### config.mk
export PLATFORM = sky130hd
export DESIGN_NAME = timer_clock_clear
export DESIGN_NICKNAME = d
export VERILOG_FILES = /design/src/timer_clock_clear.v /design/src/channel_slice.v
export VERILOG_INCLUDE_DIRS = /design/src
export SDC_FILE = /design/constraint.sdc
export NUM_CORES = 1
export LEC_CHECK = 0
export ABC_AREA = 1
export BUFFER_PORTS_ARGS = -buffer_cell sky130_fd_sc_hd__buf_4
export CORE_MARGIN = 4
export CORE_UTILIZATION = 50
export CTS_BUF_LIST = sky130_fd_sc_hd__clkbuf_8
export DETAILED_ROUTE_END_ITERATION = 8
export GPL_ROUTABILITY_DRIVEN = 0
export HOLD_SLACK_MARGIN = 0.12
export MAX_ROUTING_LAYER = met4
export PLACE_DENSITY_LB_ADDON = 0.2
export SKIP_LAST_GASP = 1
export SLEW_MARGIN = 0
export SYNTH_ARGS = -nofsm -noshare
export SYNTH_HDL_FRONTEND = slang
export SYNTH_SLANG_ARGS = --single-unit
### constraint.sdc
create_clock -name MCLK -period 1.8 [get_ports MCLK]
set_input_delay 0 -clock MCLK [delete_from_list [all_inputs] [get_ports MCLK]]
set_output_delay 0 -clock MCLK [all_outputs]
set_load 0.02 [all_outputs]
### src/timer_ccs_map.vh
// register map, field positions and prescaler constants of the timer
`ifndef TIMER_CCS_MAP_VH
`define TIMER_CCS_MAP_VH

// ==============================
// register byte offsets
`define OFS_CTRL_BASE 8'h00
`define OFS_CTRL_LAST 8'h14
`define OFS_SYNCHRO 8'h18
`define OFS_START 8'h1C
`define OFS_BUFCFG 8'h20
`define OFS_PHASE 8'h24
`define OFS_CNT_BASE 8'h40
`define OFS_CNT_LAST 8'h54

// ==============================
// counter_control fields
`define CCL_MSB 7
`define CCL_LSB 5
`define EDG_MSB 4
`define EDG_LSB 3
`define PSC_MSB 2
`define PSC_LSB 0
`define CTRL_RESET 8'h00
`define CTRL_MASK_TWO_GR 8'h7F

// ==============================
// clear-source codes
`define CCL_OFF 3'h0
`define CCL_GRA 3'h1
`define CCL_GRB 3'h2
`define CCL_SYNC 3'h3
`define CCL_OFF2 3'h4
`define CCL_GRC 3'h5
`define CCL_GRD 3'h6
`define CCL_SYNC2 3'h7

// ==============================
// prescaler codes
`define PSC_DIV1 3'h0
`define PSC_DIV4 3'h1
`define PSC_DIV16 3'h2
`define PSC_DIV64 3'h3
`define PSC_PIN_A 3'h4
`define PSC_PIN_B 3'h5
`define PSC_PIN_C 3'h6
`define PSC_PIN_D 3'h7

// ==============================
// divided clock edge points of the prescaler count
`define PRE_W 6
`define RISE4 2'h1
`define FALL4 2'h3
`define RISE16 4'h7
`define FALL16 4'hF
`define RISE64 6'h1F
`define FALL64 6'h3F

// ==============================
// buffer config bit positions
`define BUF_C0 0
`define BUF_D0 1
`define BUF_C3 2
`define BUF_D3 3

`endif

### src/timer_clock_clear.v
// six-channel timer counting clock, edge and clear selection with apb access
//
// Contract
// (RULE1) edge field: 00 rising, 01 falling, 1x both edges.
// (RULE2) prescaler bits 2..0 pick the channel's counting clock.
// (RULE3) each channel picks its clock source on its own.
// (RULE4) channels 0 and 3: codes 000 and 100 never clear.
// (RULE5) code 001 clears on register a match or capture.
// (RULE6) code 010 clears on register b match or capture.
// (RULE7) code 011 or 111 clears on synchronous clear of another channel.
// (RULE8) only channels with their synchro bit set join synchronous clearing.
// (RULE9) channels 0 and 3: 101 clears on c, 110 on d.
// (RULE10) c or d used as buffer never causes a clear.
// (RULE11) channels 1,2,4,5: control bit 7 reads 0, ignores writes.
// (RULE12) channels 1,2,4,5 have only four clear codes.
// (RULE13) codes 000..011 pick internal clock divided by 1, 4, 16, 64.
// (RULE14) codes 100..111 pick external pins a, b, c, d.
// (RULE15) edge field in bits 4..3; both edges halve the period.
// (RULE16) edge select applies only to divide-by-4 and slower.
// (RULE17) phase counting on channels 1,2,4,5 overrides the edge field.
// (RULE18) software changes control only while the counter is stopped.
// (RULE19) pins are synchronised; each chosen edge gives one count pulse.
`include "timer_ccs_map.vh"

module timer_clock_clear #(
    parameter CW = 16
) (
    input wire MCLK,
    input wire RST,
    input wire PSEL,
    input wire PENABLE,
    input wire PWRITE,
    input wire [7:0] PADDR,
    input wire [31:0] PWDATA,
    output reg [31:0] PRDATA,
    output reg PREADY,
    output reg PSLVERR,
    input wire [3:0] EXT_CLK_PIN,
    input wire [5:0] MATCH_A,
    input wire [5:0] MATCH_B,
    input wire [5:0] MATCH_C,
    input wire [5:0] MATCH_D,
    input wire [5:0] PHASE_TICK,
    output reg [5:0] COUNT_EN,
    output reg [5:0] CLEAR
);

    // ==============================
    // state
    reg [7:0] ctrl [0:5];
    reg [5:0] synchro;
    reg [5:0] start;
    reg [3:0] bufcfg;
    reg [5:0] phase;
    reg [3:0] pin_s1;
    reg [3:0] pin_s2;
    reg [3:0] pin_d;
    reg [`PRE_W-1:0] pre;
    reg [31:0] next_rdata;
    reg next_err;

    wire [3:0] pin_rise;
    wire [3:0] pin_fall;
    wire [2:0] int_rise;
    wire [2:0] int_fall;
    wire [5:0] tick;
    wire [5:0] own_clr;
    wire [5:0] clr;
    wire [CW-1:0] count [0:5];
    wire sync_any;
    wire wr;
    wire [2:0] idx;
    wire in_ctrl;
    wire in_cnt;
    integer i;

    // ==============================
    // pin synchronisers and edge detect
    always @(posedge MCLK) begin
        if (RST) begin
            pin_s1 <= 4'h0;
            pin_s2 <= 4'h0;
            pin_d <= 4'h0;
        end else begin
            pin_s1 <= EXT_CLK_PIN; // (RULE19)
            pin_s2 <= pin_s1; // (RULE19)
            pin_d <= pin_s2;
        end
    end

    // reset level low, so a pin held high at release gives one rising edge
    assign pin_rise = pin_s2 & ~pin_d; // (RULE19)
    assign pin_fall = ~pin_s2 & pin_d; // (RULE19)

    // ==============================
    // shared prescaler
    always @(posedge MCLK) begin
        if (RST)
            pre <= {`PRE_W{1'b0}};
        else
            pre <= pre + {{(`PRE_W-1){1'b0}}, 1'b1};
    end

    // divided clocks as square waves: a rise mid-period, a fall at wrap
    assign int_rise[0] = (pre[1:0] == `RISE4); // (RULE13)
    assign int_fall[0] = (pre[1:0] == `FALL4); // (RULE13)
    assign int_rise[1] = (pre[3:0] == `RISE16); // (RULE13)
    assign int_fall[1] = (pre[3:0] == `FALL16); // (RULE13)
    assign int_rise[2] = (pre[5:0] == `RISE64); // (RULE13)
    assign int_fall[2] = (pre[5:0] == `FALL64); // (RULE13)

    // ==============================
    // channels
    assign sync_any = |own_clr; // (RULE7) (RULE8)

    genvar g;
    generate
        for (g = 0; g < 6; g = g + 1) begin : ch
            channel_slice #(
                .FOUR_GR((g == 0) || (g == 3)),
                .HAS_PHASE((g != 0) && (g != 3)),
                .CW(CW)
            ) u_slice (
                .clk(MCLK),
                .rst(RST),
                .ctrl(ctrl[g]),
                .run(start[g]),
                .sync_on(synchro[g]),
                .buf_c(g == 0 ? bufcfg[`BUF_C0] :
                    (g == 3 ? bufcfg[`BUF_C3] : 1'b0)),
                .buf_d(g == 0 ? bufcfg[`BUF_D0] :
                    (g == 3 ? bufcfg[`BUF_D3] : 1'b0)),
                .phase_on(phase[g]),
                .phase_tick(PHASE_TICK[g]),
                .int_rise(int_rise),
                .int_fall(int_fall),
                .pin_rise(pin_rise),
                .pin_fall(pin_fall),
                .evt_a(MATCH_A[g]),
                .evt_b(MATCH_B[g]),
                .evt_c(MATCH_C[g]),
                .evt_d(MATCH_D[g]),
                .sync_clr_in(sync_any),
                .count(count[g]),
                .tick(tick[g]),
                .own_clr(own_clr[g]),
                .clr(clr[g])
            );
        end
    endgenerate

    // ==============================
    // registered outputs
    always @(posedge MCLK) begin
        if (RST) begin
            COUNT_EN <= 6'h00;
            CLEAR <= 6'h00;
        end else begin
            COUNT_EN <= tick & ~clr;
            CLEAR <= clr;
        end
    end

    // ==============================
    // apb decode, one wait state
    assign wr = PSEL & PENABLE & PREADY & PWRITE;
    assign idx = PADDR[4:2];
    assign in_ctrl = (PADDR >= `OFS_CTRL_BASE) && (PADDR <= `OFS_CTRL_LAST);
    assign in_cnt = (PADDR >= `OFS_CNT_BASE) && (PADDR <= `OFS_CNT_LAST);

    always @(posedge MCLK) begin
        if (RST)
            PREADY <= 1'b0;
        else
            PREADY <= PSEL & PENABLE & ~PREADY;
    end

    // stopping the counter first is left to software
    always @(posedge MCLK) begin // (RULE18)
        if (RST) begin
            for (i = 0; i < 6; i = i + 1)
                ctrl[i] <= `CTRL_RESET;
            synchro <= 6'h00;
            start <= 6'h00;
            bufcfg <= 4'h0;
            phase <= 6'h00;
        end else if (wr && PADDR[1:0] == 2'h0) begin
            if (in_ctrl) begin
                if (idx == 3'h0 || idx == 3'h3)
                    ctrl[idx] <= PWDATA[7:0];
                else
                    ctrl[idx] <= PWDATA[7:0] & `CTRL_MASK_TWO_GR; // (RULE11)
            end
            case (PADDR)
                `OFS_SYNCHRO: synchro <= PWDATA[5:0]; // (RULE8)
                `OFS_START: start <= PWDATA[5:0];
                `OFS_BUFCFG: bufcfg <= PWDATA[3:0];
                `OFS_PHASE: phase <= PWDATA[5:0] & 6'h36; // (RULE17)
                default: begin
                end
            endcase
        end
    end

    always @* begin
        next_rdata = 32'h00000000;
        next_err = 1'b0;
        if (PADDR[1:0] != 2'h0) begin
            next_err = 1'b1;
        end else if (in_ctrl) begin
            next_rdata[7:0] = ctrl[idx];
        end else if (in_cnt) begin
            next_rdata[CW-1:0] = count[idx];
            next_err = PWRITE;
        end else begin
            case (PADDR)
                `OFS_SYNCHRO: next_rdata[5:0] = synchro;
                `OFS_START: next_rdata[5:0] = start;
                `OFS_BUFCFG: next_rdata[3:0] = bufcfg;
                `OFS_PHASE: next_rdata[5:0] = phase;
                default: next_err = 1'b1;
            endcase
        end
    end

    always @(posedge MCLK) begin
        if (RST) begin
            PRDATA <= 32'h00000000;
            PSLVERR <= 1'b0;
        end else if (PSEL & PENABLE & ~PREADY) begin
            PRDATA <= PWRITE ? 32'h00000000 : next_rdata;
            PSLVERR <= next_err;
        end else begin
            PSLVERR <= 1'b0;
        end
    end

endmodule // timer_clock_clear

### src/channel_slice.v
// one timer channel: count clock select, edge select, clear select, counter
`include "timer_ccs_map.vh"

module channel_slice #(
    parameter FOUR_GR = 0,
    parameter HAS_PHASE = 0,
    parameter CW = 16
) (
    input wire clk,
    input wire rst,
    input wire [7:0] ctrl,
    input wire run,
    input wire sync_on,
    input wire buf_c,
    input wire buf_d,
    input wire phase_on,
    input wire phase_tick,
    input wire [2:0] int_rise,
    input wire [2:0] int_fall,
    input wire [3:0] pin_rise,
    input wire [3:0] pin_fall,
    input wire evt_a,
    input wire evt_b,
    input wire evt_c,
    input wire evt_d,
    input wire sync_clr_in,
    output reg [CW-1:0] count,
    output wire tick,
    output wire own_clr,
    output wire clr
);

    wire [2:0] psc;
    wire [1:0] edg;
    wire [2:0] ccl;
    reg src;
    reg own;

    assign psc = ctrl[`PSC_MSB:`PSC_LSB];
    assign edg = ctrl[`EDG_MSB:`EDG_LSB];
    assign ccl = ctrl[`CCL_MSB:`CCL_LSB];

    // ==============================
    // edge pick
    function pick;
        input r;
        input f;
        input [1:0] e;
        begin
            if (e[1])
                pick = r | f; // (RULE1) (RULE15)
            else if (e[0])
                pick = f; // (RULE1)
            else
                pick = r; // (RULE1)
        end
    endfunction

    // ==============================
    // count source
    always @* begin
        case (psc) // (RULE2) (RULE3)
            `PSC_DIV1: src = 1'b1; // (RULE13) (RULE16)
            `PSC_DIV4: src = pick(int_rise[0], int_fall[0], edg); // (RULE13)
            `PSC_DIV16: src = pick(int_rise[1], int_fall[1], edg); // (RULE13)
            `PSC_DIV64: src = pick(int_rise[2], int_fall[2], edg); // (RULE13)
            `PSC_PIN_A: src = pick(pin_rise[0], pin_fall[0], edg); // (RULE14)
            `PSC_PIN_B: src = pick(pin_rise[1], pin_fall[1], edg); // (RULE14)
            `PSC_PIN_C: src = pick(pin_rise[2], pin_fall[2], edg); // (RULE14)
            `PSC_PIN_D: src = pick(pin_rise[3], pin_fall[3], edg); // (RULE14)
            default: src = 1'b0;
        endcase
    end

    // phase counting overrides the edge field
    assign tick = run & ((HAS_PHASE != 0 && phase_on) ? phase_tick : src); // (RULE17)

    // ==============================
    // clear source
    always @* begin
        case (ccl)
            `CCL_GRA: own = evt_a; // (RULE5)
            `CCL_GRB: own = evt_b; // (RULE6)
            // buffer use suppresses match and capture on c and d
            `CCL_GRC: own = (FOUR_GR != 0) & evt_c & ~buf_c; // (RULE9) (RULE10)
            `CCL_GRD: own = (FOUR_GR != 0) & evt_d & ~buf_d; // (RULE9) (RULE10)
            default: own = 1'b0; // (RULE4) (RULE12)
        endcase
    end

    assign own_clr = own & sync_on; // (RULE8)
    // 011 and 111 share the low bits; bit 7 is zero on two-register channels
    assign clr = own | ((ccl[1:0] == 2'b11) & sync_on & sync_clr_in); // (RULE7) (RULE8)

    // ==============================
    // counter, clear wins over count
    always @(posedge clk) begin
        if (rst)
            count <= {CW{1'b0}};
        else if (clr)
            count <= {CW{1'b0}};
        else if (tick)
            count <= count + {{(CW-1){1'b0}}, 1'b1};
    end

endmodule // channel_slice

==> impl.org <==
** Worst setup path
- Critical path arrival :: 2.46 ns
- The worst setup path is launched from a flop.
- The critical path in this run is classified as reg2reg.
- Crit Path Max Fanout :: 6
- Standard cell with the maximum stage delay on the critical path :: sky130_fd_sc_hd__edfxtp_1
- At the worst endpoint, the required time is 2.27 ns.
- Critical Path Max Stage Delay :: 0.44 ns
- The worst setup path is captured at a flop.
- List of cells traversed by the critical path :: inv_2 > ha_4 > nand2_1 > nand3_1 > nand2_1 > inv_2 > nand3_2 > nand2_2 > inv_4 > nand2_8 > buf_6 > nand3_4 > nand3_4 > clkbuf_16 > a21oi_2

** Pwr
- Total Power Consumption :: 11700 uW
- Per report_power, the sequential group accounts for 46.4% of the total.
- Combinational cells account for 13.0% of the total power.
- Reported net switching power :: 3160 uW
- Per report_power, the clock group accounts for 40.6% of the total.
- Sw frac :: 27.1%
- Max rail drop VDD :: 756 uV
- Internal Power :: 8490 uW
- Leakage :: 0.00724 uW
- Dividing total power by cell area gives a power density of 645 nW/um2.

** Synth
- Most instantiated library cell after synthesis :: sky130_fd_sc_hd__nand2_1
- After synthesis, the largest family of logic cells by area is simple AND/OR/NAND/NOR gates.
- Total standard cell area after synthesis :: 13500 um2
- Dominant cells by area after synthesis :: sky130_fd_sc_hd__dfxtp_1 (24%), sky130_fd_sc_hd__edfxtp_1 (14%), sky130_fd_sc_hd__nand2_1 (11%), sky130_fd_sc_hd__nand3_1 (8.4%), sky130_fd_sc_hd__a21oi_1 (5.5%)
- For this run, asynchronously set or reset flops after synthesis account for 0%.
- Of all cell types, the one taking the most synthesized area is sky130_fd_sc_hd__dfxtp_1.
- Synthesized-area fraction occupied by ao, oa, aoi and oai cells :: 12.4%
- Prevailing post-synth register cell :: sky130_fd_sc_hd__dfxtp_1
- Yosys top cell area share :: 24.4%
- The synthesized netlist devotes 2.04% of its cell area to adder and majority cells.
- Per-instance average area after synthesis :: 7.29 um2
- Of the total synthesized cell area, the portion taken by AND, OR, NAND and NOR gates is 32.1%.
- The commonest cells after synthesis are sky130_fd_sc_hd__nand2_1 (401), sky130_fd_sc_hd__nand3_1 (227), sky130_fd_sc_hd__inv_1 (190), sky130_fd_sc_hd__nor2_1 (173), sky130_fd_sc_hd__dfxtp_1 (164).
- After synthesis, the share of cell area in mux cells is 0%.
- Xor-xnor portion of the synthesized cell area :: 5.27%
- Register area share after synthesis :: 38.7%
- Count of cell types in the netlist :: 48
- Yosys synthesis warning count :: 0
- Synthesized flop and latch total :: 228
- Cells after synthesis :: 1847
- The synthesized design contains 64 enable-type register cells.

** Timing
- Measured against its own limit, the worst slew margin works out to 48.4%.
- Setup repair after global routing missed its margin :: yes
- Counting I/O delays and the setup requirement, the final critical path takes 1.99 ns.
- After layout, the worst path uses 110% of the clock period.
- Final Skew :: 0.0293 ns
- Number of hold violations in the final report :: 0
- Setup-violating endpoint count in the final report :: 105
- After routing, the total negative slack on setup checks comes to -13.81 ns.
- Across all setup checks in the final design, the least slack found is -0.188 ns.
- Worst Max-Slew Pin Slew :: 0.775 ns
- Peak Freq :: 0.503 GHz
- Final number of max-transition violations :: 0

** CTS
- Clock latency reported for the late side of the worst-skew pair :: 0.55 ns
- Clock slew seen by the registers of the worst setup and hold paths :: 0.06 ns
- H-tree level count :: 2
- Number of buffers created by CTS :: 42
- Maximum root-to-sink buffer count :: 3
- For this design, the sink count on the clock tree is 228.
- TritonCTS built the clock tree.
- The tree is rooted in a sky130_fd_sc_hd__clkbuf_8.

** Global routing
- Remaining global-route overflow :: 0
- The first global-routing pass estimated 67700 um of wire.
- Entering global routing, the biggest net connects 38 pins.
- Vias in the first global route :: 13003
- Antenna violations before repair :: 0
- Overall routing resource usage :: 29.3%

** Floorplan
- The initial utilization of the core area, before any placement, comes to 51.2%.
- 125 I/O pins were placed.
- Total Die Area :: 29600 um2
- Width of the die :: 172 um
- In this run the standard cell core region covers 26300 um2.
- Vertical die dimension :: 172 um
- The initialized floorplan defines 59 standard-cell rows.

** Detailed routing
- After detailed routing, the wire length on met1 is 18400 um.
- Top metal layer carrying routed signals :: met4
- Avg WL per Cell :: 18.0 um
- Router iterations before antenna repair :: 6
- Wire length on met2 :: 20600 um
- Routed wire length :: 45300 um
- Remaining DRCs :: 0
- Vias :: 14341
- The count of nets left with antenna violations once routing finished came out at 0.
- In this run, the number of DRC markers left after iteration 0 of detailed routing was 1789.
- Sum of met3 wire segment lengths after detailed routing :: 4570 um
- Number of vias per cell :: 5.69

** Flow run
- Max-cap violation count :: 0

** Cells and area
- The finished cells cover 18100 um2.
- Cells with a size suffix above 1 make up 26.5% of the layout.
- Antenna diodes :: 0
- From synthesis to final layout, the design area changed by 34.1%.
- Layout filler cell count :: 2122
- Final cell utilization of the core :: 68.7%
- Number of nets in the layout :: 2255

** Placed design
- At the placement stage, the worst setup path has a slack of -0.316 ns.
- Summed over all nets, the half-perimeter wirelength after detailed placement is 31100 um.
- Area after DPL :: 15500 um2
- In this run the tool buffered the top-level ports with 74 buffer cells.

** Run status
- Result of the run :: finished with violations
- Failing checks :: setup timing

** Min path
- Classification of the worst-slack hold path :: in2reg
==> registers in the layout, summed over array words and instances, names as in the netlist, 6 cells and up <==
signal / count
synchro: 6
ctrl: 64
start: 6
PRDATA: 16
COUNT_EN: 6
pre: 6
ch.u_slice.count: 96
CLEAR: 6
==> metal layers <==
metal	global-route usage, %	vias to the layer above
met4	9.98	0
met5	-	-
met1	40.0	6682
met2	45.0	764
li1	-	6755
met3	4.14	140
==> area by class of cell <==
class	count	area (um2)	share of cell area [%]
flip-flops and latches	228	5220	28.9
repair buffers	306	2840	15.8
inverters	207	801	4.43
multi-input cells	1369	7980	44.2
clock buffers	47	647	3.58
well taps	335	419	2.32
clock inverters	29	141	0.783
==> critical path, delay by kind of cell (launching register included) <==
kind            cells  cell delay (ns)
flops               1             0.44
fa+ha+maj           1             0.17
simple gates        8             0.64
compound gates      1             0.10
buf+inv             5             0.56
==> path summary, 6_finish.rpt <==
kind	cells past startpoint	start	end	slack (ns)
worst max-delay path	15	ctrl[0][5]$_SDFFCE_PN0P_	ch[3].u_slice.count[8]$_SDFFE_PP0P_	-0.19
worst min-delay path	7	PADDR[6]	PRDATA[14]$_SDFFE_PP0P_	0.13
worst max register to register	15	ctrl[0][5]$_SDFFCE_PN0P_	ch[3].u_slice.count[8]$_SDFFE_PP0P_	-0.19
worst min register to register	2	pin_s1[1]$_SDFF_PP0_	pin_s2[1]$_SDFF_PP0_	0.39
==> layout by cell type (no fill, tap or decap), types with 10 or more instances in the layout <==
cell type / n
sky130_fd_sc_hd__edfxtp_1: 64
sky130_fd_sc_hd__o22ai_1: 19
sky130_fd_sc_hd__inv_2: 25
sky130_fd_sc_hd__a21oi_2: 60
sky130_fd_sc_hd__nor4_1: 10
sky130_fd_sc_hd__a21oi_1: 94
sky130_fd_sc_hd__ha_4: 11
sky130_fd_sc_hd__dfxtp_1: 152
sky130_fd_sc_hd__buf_4: 226
sky130_fd_sc_hd__xnor2_1: 19
sky130_fd_sc_hd__xor2_1: 62
sky130_fd_sc_hd__inv_1: 181
sky130_fd_sc_hd__buf_12: 16
sky130_fd_sc_hd__nand2_2: 25
sky130_fd_sc_hd__nand3_2: 28
sky130_fd_sc_hd__clkinv_1: 18
sky130_fd_sc_hd__nand3_1: 197
sky130_fd_sc_hd__o21ai_0: 41
sky130_fd_sc_hd__nor2_1: 162
sky130_fd_sc_hd__buf_6: 19
sky130_fd_sc_hd__nand2_4: 22
sky130_fd_sc_hd__o2111ai_1: 20
sky130_fd_sc_hd__clkbuf_8: 47
sky130_fd_sc_hd__ha_1: 10
sky130_fd_sc_hd__dfxtp_2: 11
sky130_fd_sc_hd__nor2_4: 17
sky130_fd_sc_hd__nor3_1: 31
sky130_fd_sc_hd__conb_1: 35
sky130_fd_sc_hd__nand2_1: 378
sky130_fd_sc_hd__nand4_1: 31
sky130_fd_sc_hd__dlygate4sd3_1: 35
==> kinds of logic after synthesis <==
group | Yosys count
other cells | 1
xor+xnor | 81
fa+ha+maj | 22
flops | 228
simple gates | 941
compound gates | 285
buf+inv | 289
==> per-stage QoR <==
stage	instances	hold WS, ns
2_1_floorplan	1881	0.107
3_3_place_gp	2369	0.199
3_5_place_dp	2369	0.206
4_1_cts	2497	0.134
5_1_grt	2521	0.166
6_report	2521	0.133
==> timing repair <==
| action | in CTS | in global routing |
|---|---|---|
| gates cloned | 6 | 10 |
| setup buffers | 12 | 13 |
| resized for setup | 82 | 169 |
| setup endpoints to repair | 107 | 196 |
| endpoints found under the hold margin | 154 | 8 |
| pin swaps | 6 | 66 |
| hold buffers | 34 | 1 |
==> power groups by stage <==
| stage | logic [uW] | clock network, uW | registers (uW) |
|---|---|---|---|
| after global routing | 1610 | 5020 | 5410 |
| after CTS | 1330 | 4800 | 5400 |
| after floorplan | 648 | 0 | 5500 |
| after global placement | 1160 | 0 | 5500 |
| final | 1520 | 4730 | 5410 |
| after detailed placement | 1170 | 0 | 5510 |
(Power assumes the default switching activity.)
